File: config.mk
export PLATFORM = sky130hd
export DESIGN_NAME = peripheral_clock_gate_bank_six
export DESIGN_NICKNAME = d
export VERILOG_FILES = /design/src/common/peripheral_clock_gate_pkg.sv /design/src/verilog/lowpower_gatekeeper.sv /design/src/verilog/rtc_access_filter.sv /design/src/verilog/peripheral_clock_gate_bank_six.sv
export SDC_FILE = /design/constraint.sdc
export NUM_CORES = 1
export LEC_CHECK = 0
export ABC_AREA = 1
export BUFFER_PORTS_ARGS = -buffer_cell sky130_fd_sc_hd__clkbuf_2
export CAP_MARGIN = 0
export CORE_UTILIZATION = 45
export CTS_CLUSTER_DIAMETER = 80
export DETAILED_ROUTE_END_ITERATION = 8
export GPL_TIMING_DRIVEN = 1
export PLACE_DENSITY = 0.81
export SETUP_SLACK_MARGIN = 0.15
export SLEW_MARGIN = 40
export SYNTH_ARGS = -nofsm -noshare
export SYNTH_HDL_FRONTEND = slang
export SYNTH_HIERARCHICAL = 1
export SYNTH_SLANG_ARGS = --single-unit
File: constraint.sdc
create_clock -name core_clk_i -period 1.7 [get_ports core_clk_i]
set_clock_uncertainty 0.05 [all_clocks]
set_input_delay 0.34 -clock core_clk_i [delete_from_list [all_inputs] [get_ports core_clk_i]]
set_output_delay 0.34 -clock core_clk_i [all_outputs]
set_load 0.01 [all_outputs]
File: src/common/peripheral_clock_gate_pkg.sv
// constants shared by the clock gate bank and its helpers
package peripheral_clock_gate_pkg;

	// register decode, byte addresses
	localparam int unsigned DECODE_W = 13;
	localparam logic [12:0] GATE_SIX_OFFSET = 13'h103c;
	localparam logic [12:0] GATE_STATUS_OFFSET = 13'h1100;

	// gate bit positions in peripheral_clock_gate_six
	localparam int unsigned RTC_ACCESS_BIT = 29;
	localparam int unsigned CONVERTER_ZERO_BIT = 27;
	localparam int unsigned TIMER_PWM_TWO_BIT = 26;
	localparam int unsigned TIMER_PWM_ONE_BIT = 25;
	localparam int unsigned TIMER_PWM_ZERO_BIT = 24;
	localparam int unsigned PERIODIC_TIMER_BIT = 23;
	localparam int unsigned CRC_UNIT_BIT = 18;
	localparam int unsigned DMA_REQUEST_MUX_BIT = 1;
	localparam int unsigned FLASH_CONTROLLER_BIT = 0;

	// implemented bits and reset value
	localparam logic [31:0] GATE_SIX_WRITE_MASK = 32'h2f84_0003;
	localparam logic [31:0] GATE_SIX_RESET = 32'h0000_0001;

	// gate_status fields
	localparam int unsigned STATUS_REFUSED_BIT = 0;
	localparam int unsigned STATUS_GRANTED_BIT = 1;
	localparam int unsigned STATUS_RTC_DENIED_BIT = 2;
	localparam int unsigned STATUS_COUNT_LSB = 8;
	localparam int unsigned REFUSAL_COUNT_W = 8;

	// ahb transfer encoding
	localparam logic [1:0] HTRANS_NONSEQ = 2'h2;
	localparam logic [1:0] HTRANS_SEQ = 2'h3;
	localparam logic [2:0] HSIZE_BYTE = 3'h0;
	localparam logic [2:0] HSIZE_HALF = 3'h1;
	localparam logic HRESP_OKAY = 1'b0;

	typedef enum logic [1:0] {
		LP_IDLE = 2'b00,
		LP_REFUSED = 2'b01,
		LP_GRANTED = 2'b10
	} lp_state_e;

endpackage

File: src/verilog/lowpower_gatekeeper.sv
// low-power entry arbiter held off while the flash clock is gated
`timescale 1ns/1ps
module lowpower_gatekeeper #(
	parameter int unsigned COUNT_W = 8
) (
	input wire logic core_clk_i,
	input wire logic rst_i,
	input wire logic lp_entry_req_i,
	input wire logic flash_gate_i,
	output logic lp_entry_grant_o,
	output logic lp_entry_refused_o,
	output logic [COUNT_W-1:0] refusal_count_o
);

	peripheral_clock_gate_pkg::lp_state_e state;
	peripheral_clock_gate_pkg::lp_state_e next_state;
	logic [COUNT_W-1:0] next_count;
	logic refusal_start;
	logic count_full;

	always_comb begin
		next_state = state;
		case (state)
			peripheral_clock_gate_pkg::LP_IDLE: begin
				if (lp_entry_req_i && flash_gate_i) begin
					next_state = peripheral_clock_gate_pkg::LP_GRANTED;
				end else if (lp_entry_req_i) begin
					next_state = peripheral_clock_gate_pkg::LP_REFUSED;
				end
			end
			peripheral_clock_gate_pkg::LP_REFUSED: begin
				if (!lp_entry_req_i) begin
					next_state = peripheral_clock_gate_pkg::LP_IDLE;
				end else if (flash_gate_i) begin
					next_state = peripheral_clock_gate_pkg::LP_GRANTED;
				end
			end
			peripheral_clock_gate_pkg::LP_GRANTED: begin
				if (!lp_entry_req_i) begin
					next_state = peripheral_clock_gate_pkg::LP_IDLE;
				end else if (!flash_gate_i) begin
					next_state = peripheral_clock_gate_pkg::LP_REFUSED;
				end
			end
			default: begin
				next_state = peripheral_clock_gate_pkg::LP_IDLE;
			end
		endcase
	end

	assign refusal_start = (next_state == peripheral_clock_gate_pkg::LP_REFUSED) &&
		(state != peripheral_clock_gate_pkg::LP_REFUSED);
	assign count_full = &refusal_count_o;
	assign next_count = (refusal_start && !count_full) ? refusal_count_o + 1'b1 : refusal_count_o;

	always_ff @(posedge core_clk_i or posedge rst_i) begin
		if (rst_i) begin
			state <= peripheral_clock_gate_pkg::LP_IDLE;
			refusal_count_o <= '0;
		end else begin
			state <= next_state;
			refusal_count_o <= next_count;
		end
	end

	// grant only while the flash clock runs
	assign lp_entry_grant_o = (state == peripheral_clock_gate_pkg::LP_GRANTED) && flash_gate_i;
	assign lp_entry_refused_o = (state == peripheral_clock_gate_pkg::LP_REFUSED);

endmodule

File: src/verilog/rtc_access_filter.sv
// gates software access and interrupts of the real-time clock unit
`timescale 1ns/1ps
module rtc_access_filter (
	input wire logic core_clk_i,
	input wire logic rst_i,
	input wire logic rtc_enable_i,
	input wire logic rtc_access_req_i,
	input wire logic rtc_irq_i,
	output logic rtc_access_req_o,
	output logic rtc_access_denied_o,
	output logic rtc_irq_o
);

	logic next_denied;

	assign rtc_access_req_o = rtc_access_req_i && rtc_enable_i;
	assign rtc_irq_o = rtc_irq_i && rtc_enable_i;
	assign next_denied = rtc_access_req_i && !rtc_enable_i;

	always_ff @(posedge core_clk_i or posedge rst_i) begin
		if (rst_i) begin
			rtc_access_denied_o <= 1'b0;
		end else begin
			rtc_access_denied_o <= next_denied;
		end
	end

endmodule

File: src/verilog/peripheral_clock_gate_bank_six.sv
// peripheral clock gate register six with ahb-lite slave port
//
// How it works
// - bit 29 enables rtc access and interrupts
// - bit 27 gates converter zero clock
// - bit 26 gates timer pwm two clock
// - bit 25 gates timer pwm one clock
// - bit 24 gates timer pwm zero clock
// - bit 23 gates periodic timer clock
// - bit 18 gates crc unit clock
// - bit 1 gates dma request mux clock
// - bit 0 gates flash controller clock
// - flash reads complete while flash gated
// - low-power entry refused while flash gated
// - reserved bits read zero, ignore writes
//
// Added by the designer: register access over AHB-Lite.
`timescale 1ns/1ps
module peripheral_clock_gate_bank_six (
	input wire logic core_clk_i,
	input wire logic rst_i,

	// ahb-lite slave
	input wire logic hsel_i,
	input wire logic [31:0] haddr_i,
	input wire logic [1:0] htrans_i,
	input wire logic hwrite_i,
	input wire logic [2:0] hsize_i,
	input wire logic [31:0] hwdata_i,
	input wire logic hready_i,
	output logic hreadyout_o,
	output logic hresp_o,
	output logic [31:0] hrdata_o,

	// gate enables
	output logic converter_zero_gate_o,
	output logic timer_pwm_two_gate_o,
	output logic timer_pwm_one_gate_o,
	output logic timer_pwm_zero_gate_o,
	output logic periodic_timer_gate_o,
	output logic crc_unit_gate_o,
	output logic dma_request_mux_gate_o,
	output logic flash_controller_gate_o,

	// flash read path
	input wire logic flash_rd_req_i,
	output logic flash_rd_req_o,
	output logic flash_core_clk_en_o,

	// low-power entry handshake
	input wire logic lp_entry_req_i,
	output logic lp_entry_grant_o,
	output logic lp_entry_refused_o,

	// real-time clock unit
	output logic rtc_enable_o,
	input wire logic rtc_access_req_i,
	input wire logic rtc_irq_i,
	output logic rtc_access_req_o,
	output logic rtc_irq_o
);

	localparam int unsigned CW = peripheral_clock_gate_pkg::REFUSAL_COUNT_W;

	// stored register
	logic [31:0] gate_six;
	logic [31:0] next_gate_six;

	// address phase capture
	logic addr_valid;
	logic addr_write;
	logic addr_hit_six;
	logic addr_hit_status;
	logic [31:0] addr_lanes;

	// decode of the current address phase
	logic trans_active;
	logic trans_take;
	logic [12:0] decode_addr;
	logic dec_hit_six;
	logic dec_hit_status;
	logic [3:0] byte_strobe;
	logic [31:0] lane_mask;

	// write commit in the data phase
	logic write_six;
	logic [31:0] write_bits;
	logic [31:0] merged_six;

	// read path
	logic [31:0] visible_six;
	logic [31:0] status_word;
	logic [31:0] next_rdata;

	// helper state
	logic lp_refused;
	logic lp_granted;
	logic rtc_denied;
	logic rtc_denied_seen;
	logic next_rtc_denied_seen;
	logic status_clear;
	logic [CW-1:0] refusal_count;

	assign trans_active = (htrans_i == peripheral_clock_gate_pkg::HTRANS_NONSEQ) ||
		(htrans_i == peripheral_clock_gate_pkg::HTRANS_SEQ);
	assign trans_take = hsel_i && hready_i && trans_active;
	assign decode_addr = haddr_i[12:0];
	assign dec_hit_six = (decode_addr == peripheral_clock_gate_pkg::GATE_SIX_OFFSET);
	assign dec_hit_status = (decode_addr == peripheral_clock_gate_pkg::GATE_STATUS_OFFSET);

	// byte lanes from size and low address bits
	always_comb begin
		byte_strobe = 4'hf;
		case (hsize_i)
			peripheral_clock_gate_pkg::HSIZE_BYTE: begin
				byte_strobe = 4'h1 << haddr_i[1:0];
			end
			peripheral_clock_gate_pkg::HSIZE_HALF: begin
				byte_strobe = haddr_i[1] ? 4'hc : 4'h3;
			end
			default: begin
				byte_strobe = 4'hf;
			end
		endcase
	end

	genvar lane;
	generate
		for (lane = 0; lane < 4; lane++) begin : g_lane
			assign lane_mask[lane*8 +: 8] = {8{byte_strobe[lane]}};
		end
	endgenerate

	always_ff @(posedge core_clk_i or posedge rst_i) begin
		if (rst_i) begin
			addr_valid <= 1'b0;
			addr_write <= 1'b0;
			addr_hit_six <= 1'b0;
			addr_hit_status <= 1'b0;
			addr_lanes <= 32'h0000_0000;
		end else if (hready_i) begin
			addr_valid <= trans_take;
			addr_write <= hwrite_i;
			addr_hit_six <= dec_hit_six;
			addr_hit_status <= dec_hit_status;
			addr_lanes <= lane_mask;
		end
	end

	// data phase write, only implemented bits take the value
	assign write_six = addr_valid && addr_write && addr_hit_six;
	assign write_bits = addr_lanes & peripheral_clock_gate_pkg::GATE_SIX_WRITE_MASK;
	assign merged_six = (gate_six & ~write_bits) | (hwdata_i & write_bits);
	assign next_gate_six = write_six ? merged_six : gate_six;

	always_ff @(posedge core_clk_i or posedge rst_i) begin
		if (rst_i) begin
			gate_six <= peripheral_clock_gate_pkg::GATE_SIX_RESET;
		end else begin
			gate_six <= next_gate_six;
		end
	end

	// status word, write one to bit 2 clears the denied flag
	assign status_clear = addr_valid && addr_write && addr_hit_status &&
		hwdata_i[peripheral_clock_gate_pkg::STATUS_RTC_DENIED_BIT] &&
		addr_lanes[peripheral_clock_gate_pkg::STATUS_RTC_DENIED_BIT];
	// a new denial wins over a clear in the same cycle
	assign next_rtc_denied_seen = rtc_denied || (rtc_denied_seen && !status_clear);

	always_ff @(posedge core_clk_i or posedge rst_i) begin
		if (rst_i) begin
			rtc_denied_seen <= 1'b0;
		end else begin
			rtc_denied_seen <= next_rtc_denied_seen;
		end
	end

	always_comb begin
		status_word = 32'h0000_0000;
		status_word[peripheral_clock_gate_pkg::STATUS_REFUSED_BIT] = lp_refused;
		status_word[peripheral_clock_gate_pkg::STATUS_GRANTED_BIT] = lp_granted;
		status_word[peripheral_clock_gate_pkg::STATUS_RTC_DENIED_BIT] = rtc_denied_seen;
		status_word[peripheral_clock_gate_pkg::STATUS_COUNT_LSB +: CW] = refusal_count;
	end

	// forward a write still in its data phase to a read right behind it
	assign visible_six = next_gate_six & peripheral_clock_gate_pkg::GATE_SIX_WRITE_MASK;

	always_comb begin
		next_rdata = 32'h0000_0000;
		if (trans_take && !hwrite_i && dec_hit_six) begin
			next_rdata = visible_six;
		end else if (trans_take && !hwrite_i && dec_hit_status) begin
			next_rdata = status_word;
		end
	end

	always_ff @(posedge core_clk_i or posedge rst_i) begin
		if (rst_i) begin
			hrdata_o <= 32'h0000_0000;
		end else if (hready_i) begin
			hrdata_o <= next_rdata;
		end
	end

	// zero wait states, always okay
	assign hreadyout_o = 1'b1;
	assign hresp_o = peripheral_clock_gate_pkg::HRESP_OKAY;

	// gate outputs straight from the stored bits
	assign converter_zero_gate_o = gate_six[peripheral_clock_gate_pkg::CONVERTER_ZERO_BIT];
	assign timer_pwm_two_gate_o = gate_six[peripheral_clock_gate_pkg::TIMER_PWM_TWO_BIT];
	assign timer_pwm_one_gate_o = gate_six[peripheral_clock_gate_pkg::TIMER_PWM_ONE_BIT];
	assign timer_pwm_zero_gate_o = gate_six[peripheral_clock_gate_pkg::TIMER_PWM_ZERO_BIT];
	assign periodic_timer_gate_o = gate_six[peripheral_clock_gate_pkg::PERIODIC_TIMER_BIT];
	assign crc_unit_gate_o = gate_six[peripheral_clock_gate_pkg::CRC_UNIT_BIT];
	assign dma_request_mux_gate_o = gate_six[peripheral_clock_gate_pkg::DMA_REQUEST_MUX_BIT];
	assign flash_controller_gate_o = gate_six[peripheral_clock_gate_pkg::FLASH_CONTROLLER_BIT];
	assign rtc_enable_o = gate_six[peripheral_clock_gate_pkg::RTC_ACCESS_BIT];

	// flash read path stays clocked whenever a read is pending
	assign flash_rd_req_o = flash_rd_req_i;
	assign flash_core_clk_en_o = flash_controller_gate_o || flash_rd_req_i;

	lowpower_gatekeeper #(
		.COUNT_W(CW)
	) u_gatekeeper (
		.core_clk_i(core_clk_i),
		.rst_i(rst_i),
		.lp_entry_req_i(lp_entry_req_i),
		.flash_gate_i(flash_controller_gate_o),
		.lp_entry_grant_o(lp_granted),
		.lp_entry_refused_o(lp_refused),
		.refusal_count_o(refusal_count)
	);

	assign lp_entry_grant_o = lp_granted;
	assign lp_entry_refused_o = lp_refused;

	rtc_access_filter u_rtc_filter (
		.core_clk_i(core_clk_i),
		.rst_i(rst_i),
		.rtc_enable_i(rtc_enable_o),
		.rtc_access_req_i(rtc_access_req_i),
		.rtc_irq_i(rtc_irq_i),
		.rtc_access_req_o(rtc_access_req_o),
		.rtc_access_denied_o(rtc_denied),
		.rtc_irq_o(rtc_irq_o)
	);

endmodule

==> key figures, run 1 <==
Logic synthesis
  • Post-synthesis sequential area ratio: between 40 and 50%
  • Top cells by area, synth: dfrtp_1, nand2_1, buf_4
  • Post-synth top area cell: dfrtp_1
  • Cell count after synthesis: about 310
  • Largest family of logic cells by synthesized area: simple AND/OR/NAND/NOR gates
  • Synth Area in Adders: 0.514%
  • Share of synthesized area spent on multiplexers: 0%
  • Synth Area in XOR/XNOR: under 10%
  • Syn. warnings: 6
  • Syn Std Cell Area: about 2400 sq um
  • Post-Syn Area per Cell: about 8.0 sq um
  • Complex-gate fraction of the synthesized area: 3.39%
  • #FFs+latches synth: 46
  • Synth Area in Simple Gates: about 37%
  • Synth unique cells: 27
  • Yosys top cell area share: 46.2%

Clock network
  • H-tree depth: 2
  • Clock root cell: clkbuf_8
  • Clock Sink Count: 46
  • Clock input transition at the sequential cells of the worst setup and hold paths: approximately 0.09 ns
  • TritonCTS Buffers: 5
  • Clk_lat worst skew: just over 0.3 ns
  • Clock tree buffer depth: 2
  • CTS tree: done

Floorplanning
  • Starting Density: 47.1%
  • Site row count: 26
  • Die outline height: 75.6 um
  • Core Footprint: 5170 sq um
  • Die Width: roughly 76 um
  • Ports: between 100 and 150
  • Die Area: 5710 sq um

Timing
  • Final Max Tran Viols: 0
  • Fin. Hold Viols: 0
  • Final setup vio count: 0
  • Final min period: 1.60 ns
  • Unrepaired setup endpoints after global routing: true
  • Total negative slack: 0 ns
  • Fmax: 624 MHz
  • Fin crit share: 94.3%

Final layout
  • Area of the multi-input gates: 1090 sq um
  • Commonest cells after routing, fill and taps aside: nand2_1, clkbuf_2, dfrtp_1
  • Commonest non-fill, non-tap cell in the layout: nand2_1
  • Filler cells: 453
  • # diodes: 0
  • Final core utilization: between 50 and 60%
  • Post-Layout Cell Count: 459
  • Sequential cell area: 1150 sq um
  • Area delta synth->final: 25.8%
  • Post-layout net count: 467
  • Share of post-route cells with drive strength above 1: 30.1%

Drt
  • DRC: 0
  • Antenna violation net count after detailed routing: 0
  • Drt first pass iters: 4
  • Total Wirelength: 5700 um
  • DR vias/cell: 4.82
  • Vias post-DR: around 2200
  • Drt initial violations: 117
  • Wirelength per Cell: about 12 um

Power
  • Sequential share of power: 48.9%
  • VDD IR-drop max: 0.491 mV
  • P_sw: between 0.5 and 0.6 mW
  • Combinational Power Share: 8.2%
  • Static Leakage: between 1.5 and 2 nW
  • Sw Ratio: 22.6%
  • Cell-internal power: 1.76 mW
  • Clock share of power: 42.9%
  • PnR Total Power: 2.28 mW
  • Power density over the cells: 743 nW/um^2

Worst setup path
  • Crit path DAT: 1.21 ns
  • Max FO, Critical Path: 2
  • Worst EP required: 1.31 ns
  • Slowest cell on crit path: dfstp_2
  • Startpoint types: flip-flop
  • Max incr delay on CP: 0.58 ns
  • Critical path endpoint category: output port
  • WS Path Type: reg2out
  • Crit path cell chain: inv_4 > nor3_4 > buf_2

Min path
  • Hold Crit Class: in2reg

Global route
  • First-pass GRT wire length: 9010 um
  • GRT overflow: 0
  • Vias in the first global route: 2091
  • Largest net degree at the start of global routing: 26
  • Antenna violations before repair: 0
  • Global-route usage over all layers: roughly a fifth

Run status
  • Status: completed

Run
  • Max Cap Viol: 0

Placed design
  • Routability cong.: 0.853
  • Port buffer count: 68
  • DPL Wire Length: 4070 um
  • Placed cells: 441
state kept, by name, summed over array words and instances (netlist names), 2 cells and up:
register / count
hrdata_o: 18
gate_six: 9
u_gatekeeper/refusal_count_o: 8
addr_lanes: 3
u_gatekeeper/state: 2
cells in the mapped netlist:
| cell | count |
|---|---|
| nand2_1 | 115 |
| dfrtp_1 | 45 |
| inv_1 | 25 |
| nand3_1 | 24 |
| buf_4 | 19 |
| nor2_1 | 17 |
| nand4_1 | 12 |
| o21ai_0 | 12 |
| nor2_4 | 6 |
| nand2_2 | 4 |
| a22oi_1 | 3 |
| inv_2 | 3 |
| buf_2 | 2 |
| conb_1 | 2 |
| nand3_2 | 2 |
| nand3b_1 | 2 |
| nor2_2 | 2 |
| xor2_1 | 2 |
| clkinv_2 | 1 |
| dfstp_2 | 1 |
| ha_1 | 1 |
| nand2_4 | 1 |
| nand3_4 | 1 |
| nand4_4 | 1 |
| nor3_1 | 1 |
| or2_2 | 1 |
| xnor2_1 | 1 |
critical path, delay by kind of cell, from the launching register on:
kind	cells	cell delay (ns)
buf+inv	2	0.21
flops	1	0.58
simple gates	1	0.12
path summary, 6_finish.rpt:
kind                                                  start                               end  cells after the start  slack, ns
hold / removal                             rtc_access_req_i  u_rtc_filter/rtc_access_denied_o                      3       0.21
hold reg to reg            u_rtc_filter/rtc_access_denied_o                   rtc_denied_seen                      2       0.40
setup reg to reg                                gate_six[0]                       hrdata_o[1]                      9       0.17
setup / recovery                                gate_six[0]                  lp_entry_grant_o                      3        0.1
max in group asynchronous                             rst_i                       hrdata_o[8]                      4       0.56
min in group asynchronous                             rst_i  u_rtc_filter/rtc_access_denied_o                      3       0.40
through the flow:
stage | worst slack [ns] | hold slack [ns] | cell area, sq um
final | 0.0965 | 0.208 | 3070
after global routing | 0.0457 | 0.201 | 3070
after CTS | 0.0449 | 0.189 | 3020
after detailed placement | 0.234 | 0.152 | 2810
after global placement | 0.235 | 0.154 | 2810
after floorplan | 0.331 | 0.0187 | 2490
routing by layer:
metal / vias to the layer above / GRT usage (%) / part of all wire (%)
li1: 1099 / - / -
met3: 10 / 5.95 / 5.8
met2: 72 / 37.3 / 49
met4: 0 / 9.05 / 1.5
met1: 1033 / 24.3 / 43
met5: - / 0 / 0
cells by family after synthesis:
kind of cell,count (synthesis)
buf+inv,50
xor+xnor,3
fa+ha+maj,1
simple gates,189
compound gates,15
other cells,2
flops,46
cell type report:
class                           count  area share, %
Clock buffer                        5           2.24
Clock inverter                      3           2.24
Inverter                           29           3.67
Multi-Input combinational cell    224           35.6
Sequential cell                    46           37.6
Tap cell                           70           2.86
Timing Repair Buffer               82           15.8
power groups by stage:
| stage | clock [mW] | sequential [mW] | combinational [mW] |
|---|---|---|---|
| floorplan | 0 | 1.13 | 0.118 |
| global placement | 0 | 1.14 | 0.166 |
| detailed placement | 0 | 1.14 | 0.169 |
| CTS | 0.996 | 1.11 | 0.181 |
| global route | 1.05 | 1.12 | 0.211 |
| finish | 0.977 | 1.11 | 0.187 |
what timing repair did:
action,in CTS,in global routing
pin swaps,1,3
hold buffers,1,0
buffers inserted,7,2
resized for setup,5,11
cloned,0,0
setup endpoints to repair,1,4
endpoints found under the hold margin,11,0
No activity file was read; power rests on OpenSTA's default activity.
==> run 2: changes to the inputs <==
Settings changed: PLACE_DENSITY 0.81 to 0.8.
==> run 2 against run 1 <==
Against the previous run:
- die area unchanged
- total power is 0.40% lower
- worst setup slack worse by 0.0019 ns
- register-to-register slack improved by 0.03 ns
- sequential power about the same
- sequential share of layout area grew 0.15 points
- cell count did not move
- routed wire length is 0.93% lower
- core utilization decreased by 0.24 points
- critical path type unchanged
==> key figures, run 2 (synthesis gave the netlist of run 1 again) <==
Run status
  • Status: completed (unchanged)

Drt
  • Drt initial violations: 100 (was 117)
  • DR vias/cell: 4.87 (was 4.82)
  • Antenna violation net count after detailed routing: 0 (unchanged)
  • DRC: 0 (unchanged)
  • Vias post-DR: 2237 (was 2214)
  • Total Wirelength: 5650 um (was 5700 um)
  • Wirelength per Cell: 12.3 um (was 12.4 um)
  • Drt first pass iters: 5 (was 4)

Floorplanning
  • Die Area: 5710 sq um (unchanged)
  • Core Footprint: 5170 sq um (unchanged)
  • Ports: 127 (unchanged)
  • Die Width: 75.6 um (unchanged)
  • Die outline height: 75.6 um (unchanged)
  • Starting Density: 47.1% (unchanged)
  • Site row count: 26 (unchanged)

Worst setup path
  • Max incr delay on CP: 0.59 ns (was 0.58 ns)
  • CP delay by family, top: flip-flops (unchanged)
  • Max FO, Critical Path: 2 (unchanged)
  • Crit path cell chain: inv_4 > nor3_4 > buf_2 (unchanged)
  • R2r endpoint: hrdata_o[1] (unchanged)
  • Startpoint types: flip-flop (unchanged)
  • CP bufs+invs: 2 (unchanged)
  • Reg-to-Reg Start: gate_six[0] (unchanged)
  • Worst R2R Setup Slack: 0.20 ns (was 0.17 ns)
  • Worst EP required: 1.31 ns (about the same)
  • Slowest cell on crit path: dfstp_2 (unchanged)
  • WS Path Type: reg2out (unchanged)
  • Crit path DAT: 1.22 ns (was 1.21 ns)
  • Critical path endpoint category: output port (unchanged)
  • R2R cell count: 9 (unchanged)

Global route
  • First-pass GRT wire length: 8630 um (was 9010 um)
  • Antenna violations before repair: 0 (unchanged)
  • GRT overflow: 0 (unchanged)
  • Vias in the first global route: 1967 (was 2091)
  • Largest net degree at the start of global routing: 21 (was 26)
  • Global-route usage over all layers: 20.3% (was 21.2%)

Clock network
  • Clk_lat worst skew: 0.31 ns (about the same)
  • Clock input transition at the sequential cells of the worst setup and hold paths: 0.09 ns (about the same)
  • TritonCTS Buffers: 5 (unchanged)
  • H-tree depth: 2 (unchanged)
  • Clock tree buffer depth: 2 (unchanged)
  • Clock root cell: clkbuf_8 (unchanged)
  • CTS tree: done (unchanged)
  • Clock Sink Count: 46 (unchanged)

Power
  • VDD IR-drop max: 0.386 mV (was 0.491 mV)
  • Power density over the cells: 743 nW/um^2 (about the same)
  • Static Leakage: 1.67 nW (was 1.68 nW)

Final layout
  • Post-Layout Cell Count: 459 (unchanged)
  • Sequential cell area: 1150 sq um (unchanged)
  • Commonest cells after routing, fill and taps aside: nand2_1, clkbuf_2, dfrtp_1 (unchanged)
  • Share of post-route cells with drive strength above 1: 30.1% (unchanged)
  • # diodes: 0 (unchanged)
  • Commonest non-fill, non-tap cell in the layout: nand2_1 (unchanged)
  • Filler cells: 457 (was 453)
  • Biggest register: hrdata_o (unchanged)
  • Area delta synth->final: 25.3% (was 25.8%)
  • Area of the multi-input gates: 1090 sq um (unchanged)
  • Largest registers: hrdata_o x18, gate_six x9, u_gatekeeper/refusal_count_o x8 (unchanged)
  • Max FFs per register: 18 (unchanged)
  • Post-layout net count: 467 (unchanged)

Timing
  • Fin. Hold Viols: 0 (unchanged)
  • Unrepaired setup endpoints after global routing: true (unchanged)
  • Total negative slack: 0 ns (unchanged)
  • Final min period: 1.61 ns (was 1.60 ns)
  • Final setup vio count: 0 (unchanged)
  • Fmax: 623 MHz (was 624 MHz)
  • Worst hold margin: 0.201 ns (was 0.208 ns)
  • Final Max Tran Viols: 0 (unchanged)
  • Fin crit share: 94.4% (was 94.3%)

Min path
  • Hold Path Sink: u_rtc_filter/rtc_access_denied_o (unchanged)
  • Hold Crit Class: in2reg (unchanged)
  • Hold Path Origin: rtc_access_req_i (unchanged)
  • Worst hold stages: 3 (unchanged)

Placed design
  • Placed cells: 442 (was 441)
  • Port buffer count: 68 (unchanged)
  • Routability cong.: 0.843 (was 0.853)
  • DPL Wire Length: 4110 um (was 4070 um)

Run
  • Max Cap Viol: 0 (unchanged)
-- run 2: cell types whose count changed in the layout (fill, tap and decap cells not counted) --
cell / previous run / this run
buf_2: 1 / 2
buf_4: 7 / 8
buf_12: 1 / 0
clkbuf_2: 66 / 65
-- run 2: per-layer routing --
layer  vias to the layer above  GRT usage, %  wire, um
met5                         -             0         0
met4                         0          4.94        75
met3                         9          5.82       318
met2                        86          36.1      2880
met1                      1042          24.3      2380
li1                       1100             -         -
-- run 2: stage by stage --
| stage | utilization [%] | total power, mW | setup WS, ns | cell area, sq um |
|---|---|---|---|---|
| floorplan | - | 1.25 | 0.331 | 2490 |
| global placement | 54.2 | 1.30 | 0.243 | 2800 |
| detailed placement | 54.2 | 1.31 | 0.247 | 2800 |
| CTS | 58.3 | 2.27 | 0.0577 | 3020 |
| global route | 59.0 | 2.35 | 0.0315 | 3050 |
| finish | 59.0 | 2.27 | 0.0945 | 3050 |
-- run 2: worst max-delay path by stage --
stage / from / end / slack [ns] / cells past startpoint
2_1_floorplan: gate_six[0] / lp_entry_grant_o / 0.33 / 2
3_3_place_gp: gate_six[0] / lp_entry_grant_o / 0.24 / 3
3_5_place_dp: gate_six[0] / lp_entry_grant_o / 0.25 / 3
4_1_cts: gate_six[0] / flash_core_clk_en_o / 0.06 / 3
5_1_grt: gate_six[0] / lp_entry_grant_o / 0.03 / 3
6_report: gate_six[0] / lp_entry_grant_o / 0.09 / 3
-- run 2: what timing repair did --
item                                   4_1_cts  5_1_grt
setup endpoints to repair                    1        5
resized for setup                            4       13
hold buffers                                 1        0
pin swaps                                    1        3
endpoints found under the hold margin        2        0
setup buffers                                7        1
-- run 2: cell type report --
type                    instances  area share (%)
flip-flops and latches         46            37.7
repair buffers                 82            15.5
multi-input cells             224            35.7
inverters                      29            3.69
clock inverters                 3            2.25
well taps                      70            2.87
clock buffers                   5            2.25
-- run 2: worst min-delay path: stages --
cell and delay, ns:
clkbuf_2 0.09, inv_1 0.05, nor2_1 0.05
-- run 2: power breakdown --
group          leakage, nW  switching, mW  internal (mW)
combinational         1.03          0.116         0.0706
clock               0.0683          0.379          0.589
sequential           0.574         0.0119           1.10
total                 1.67          0.507           1.76
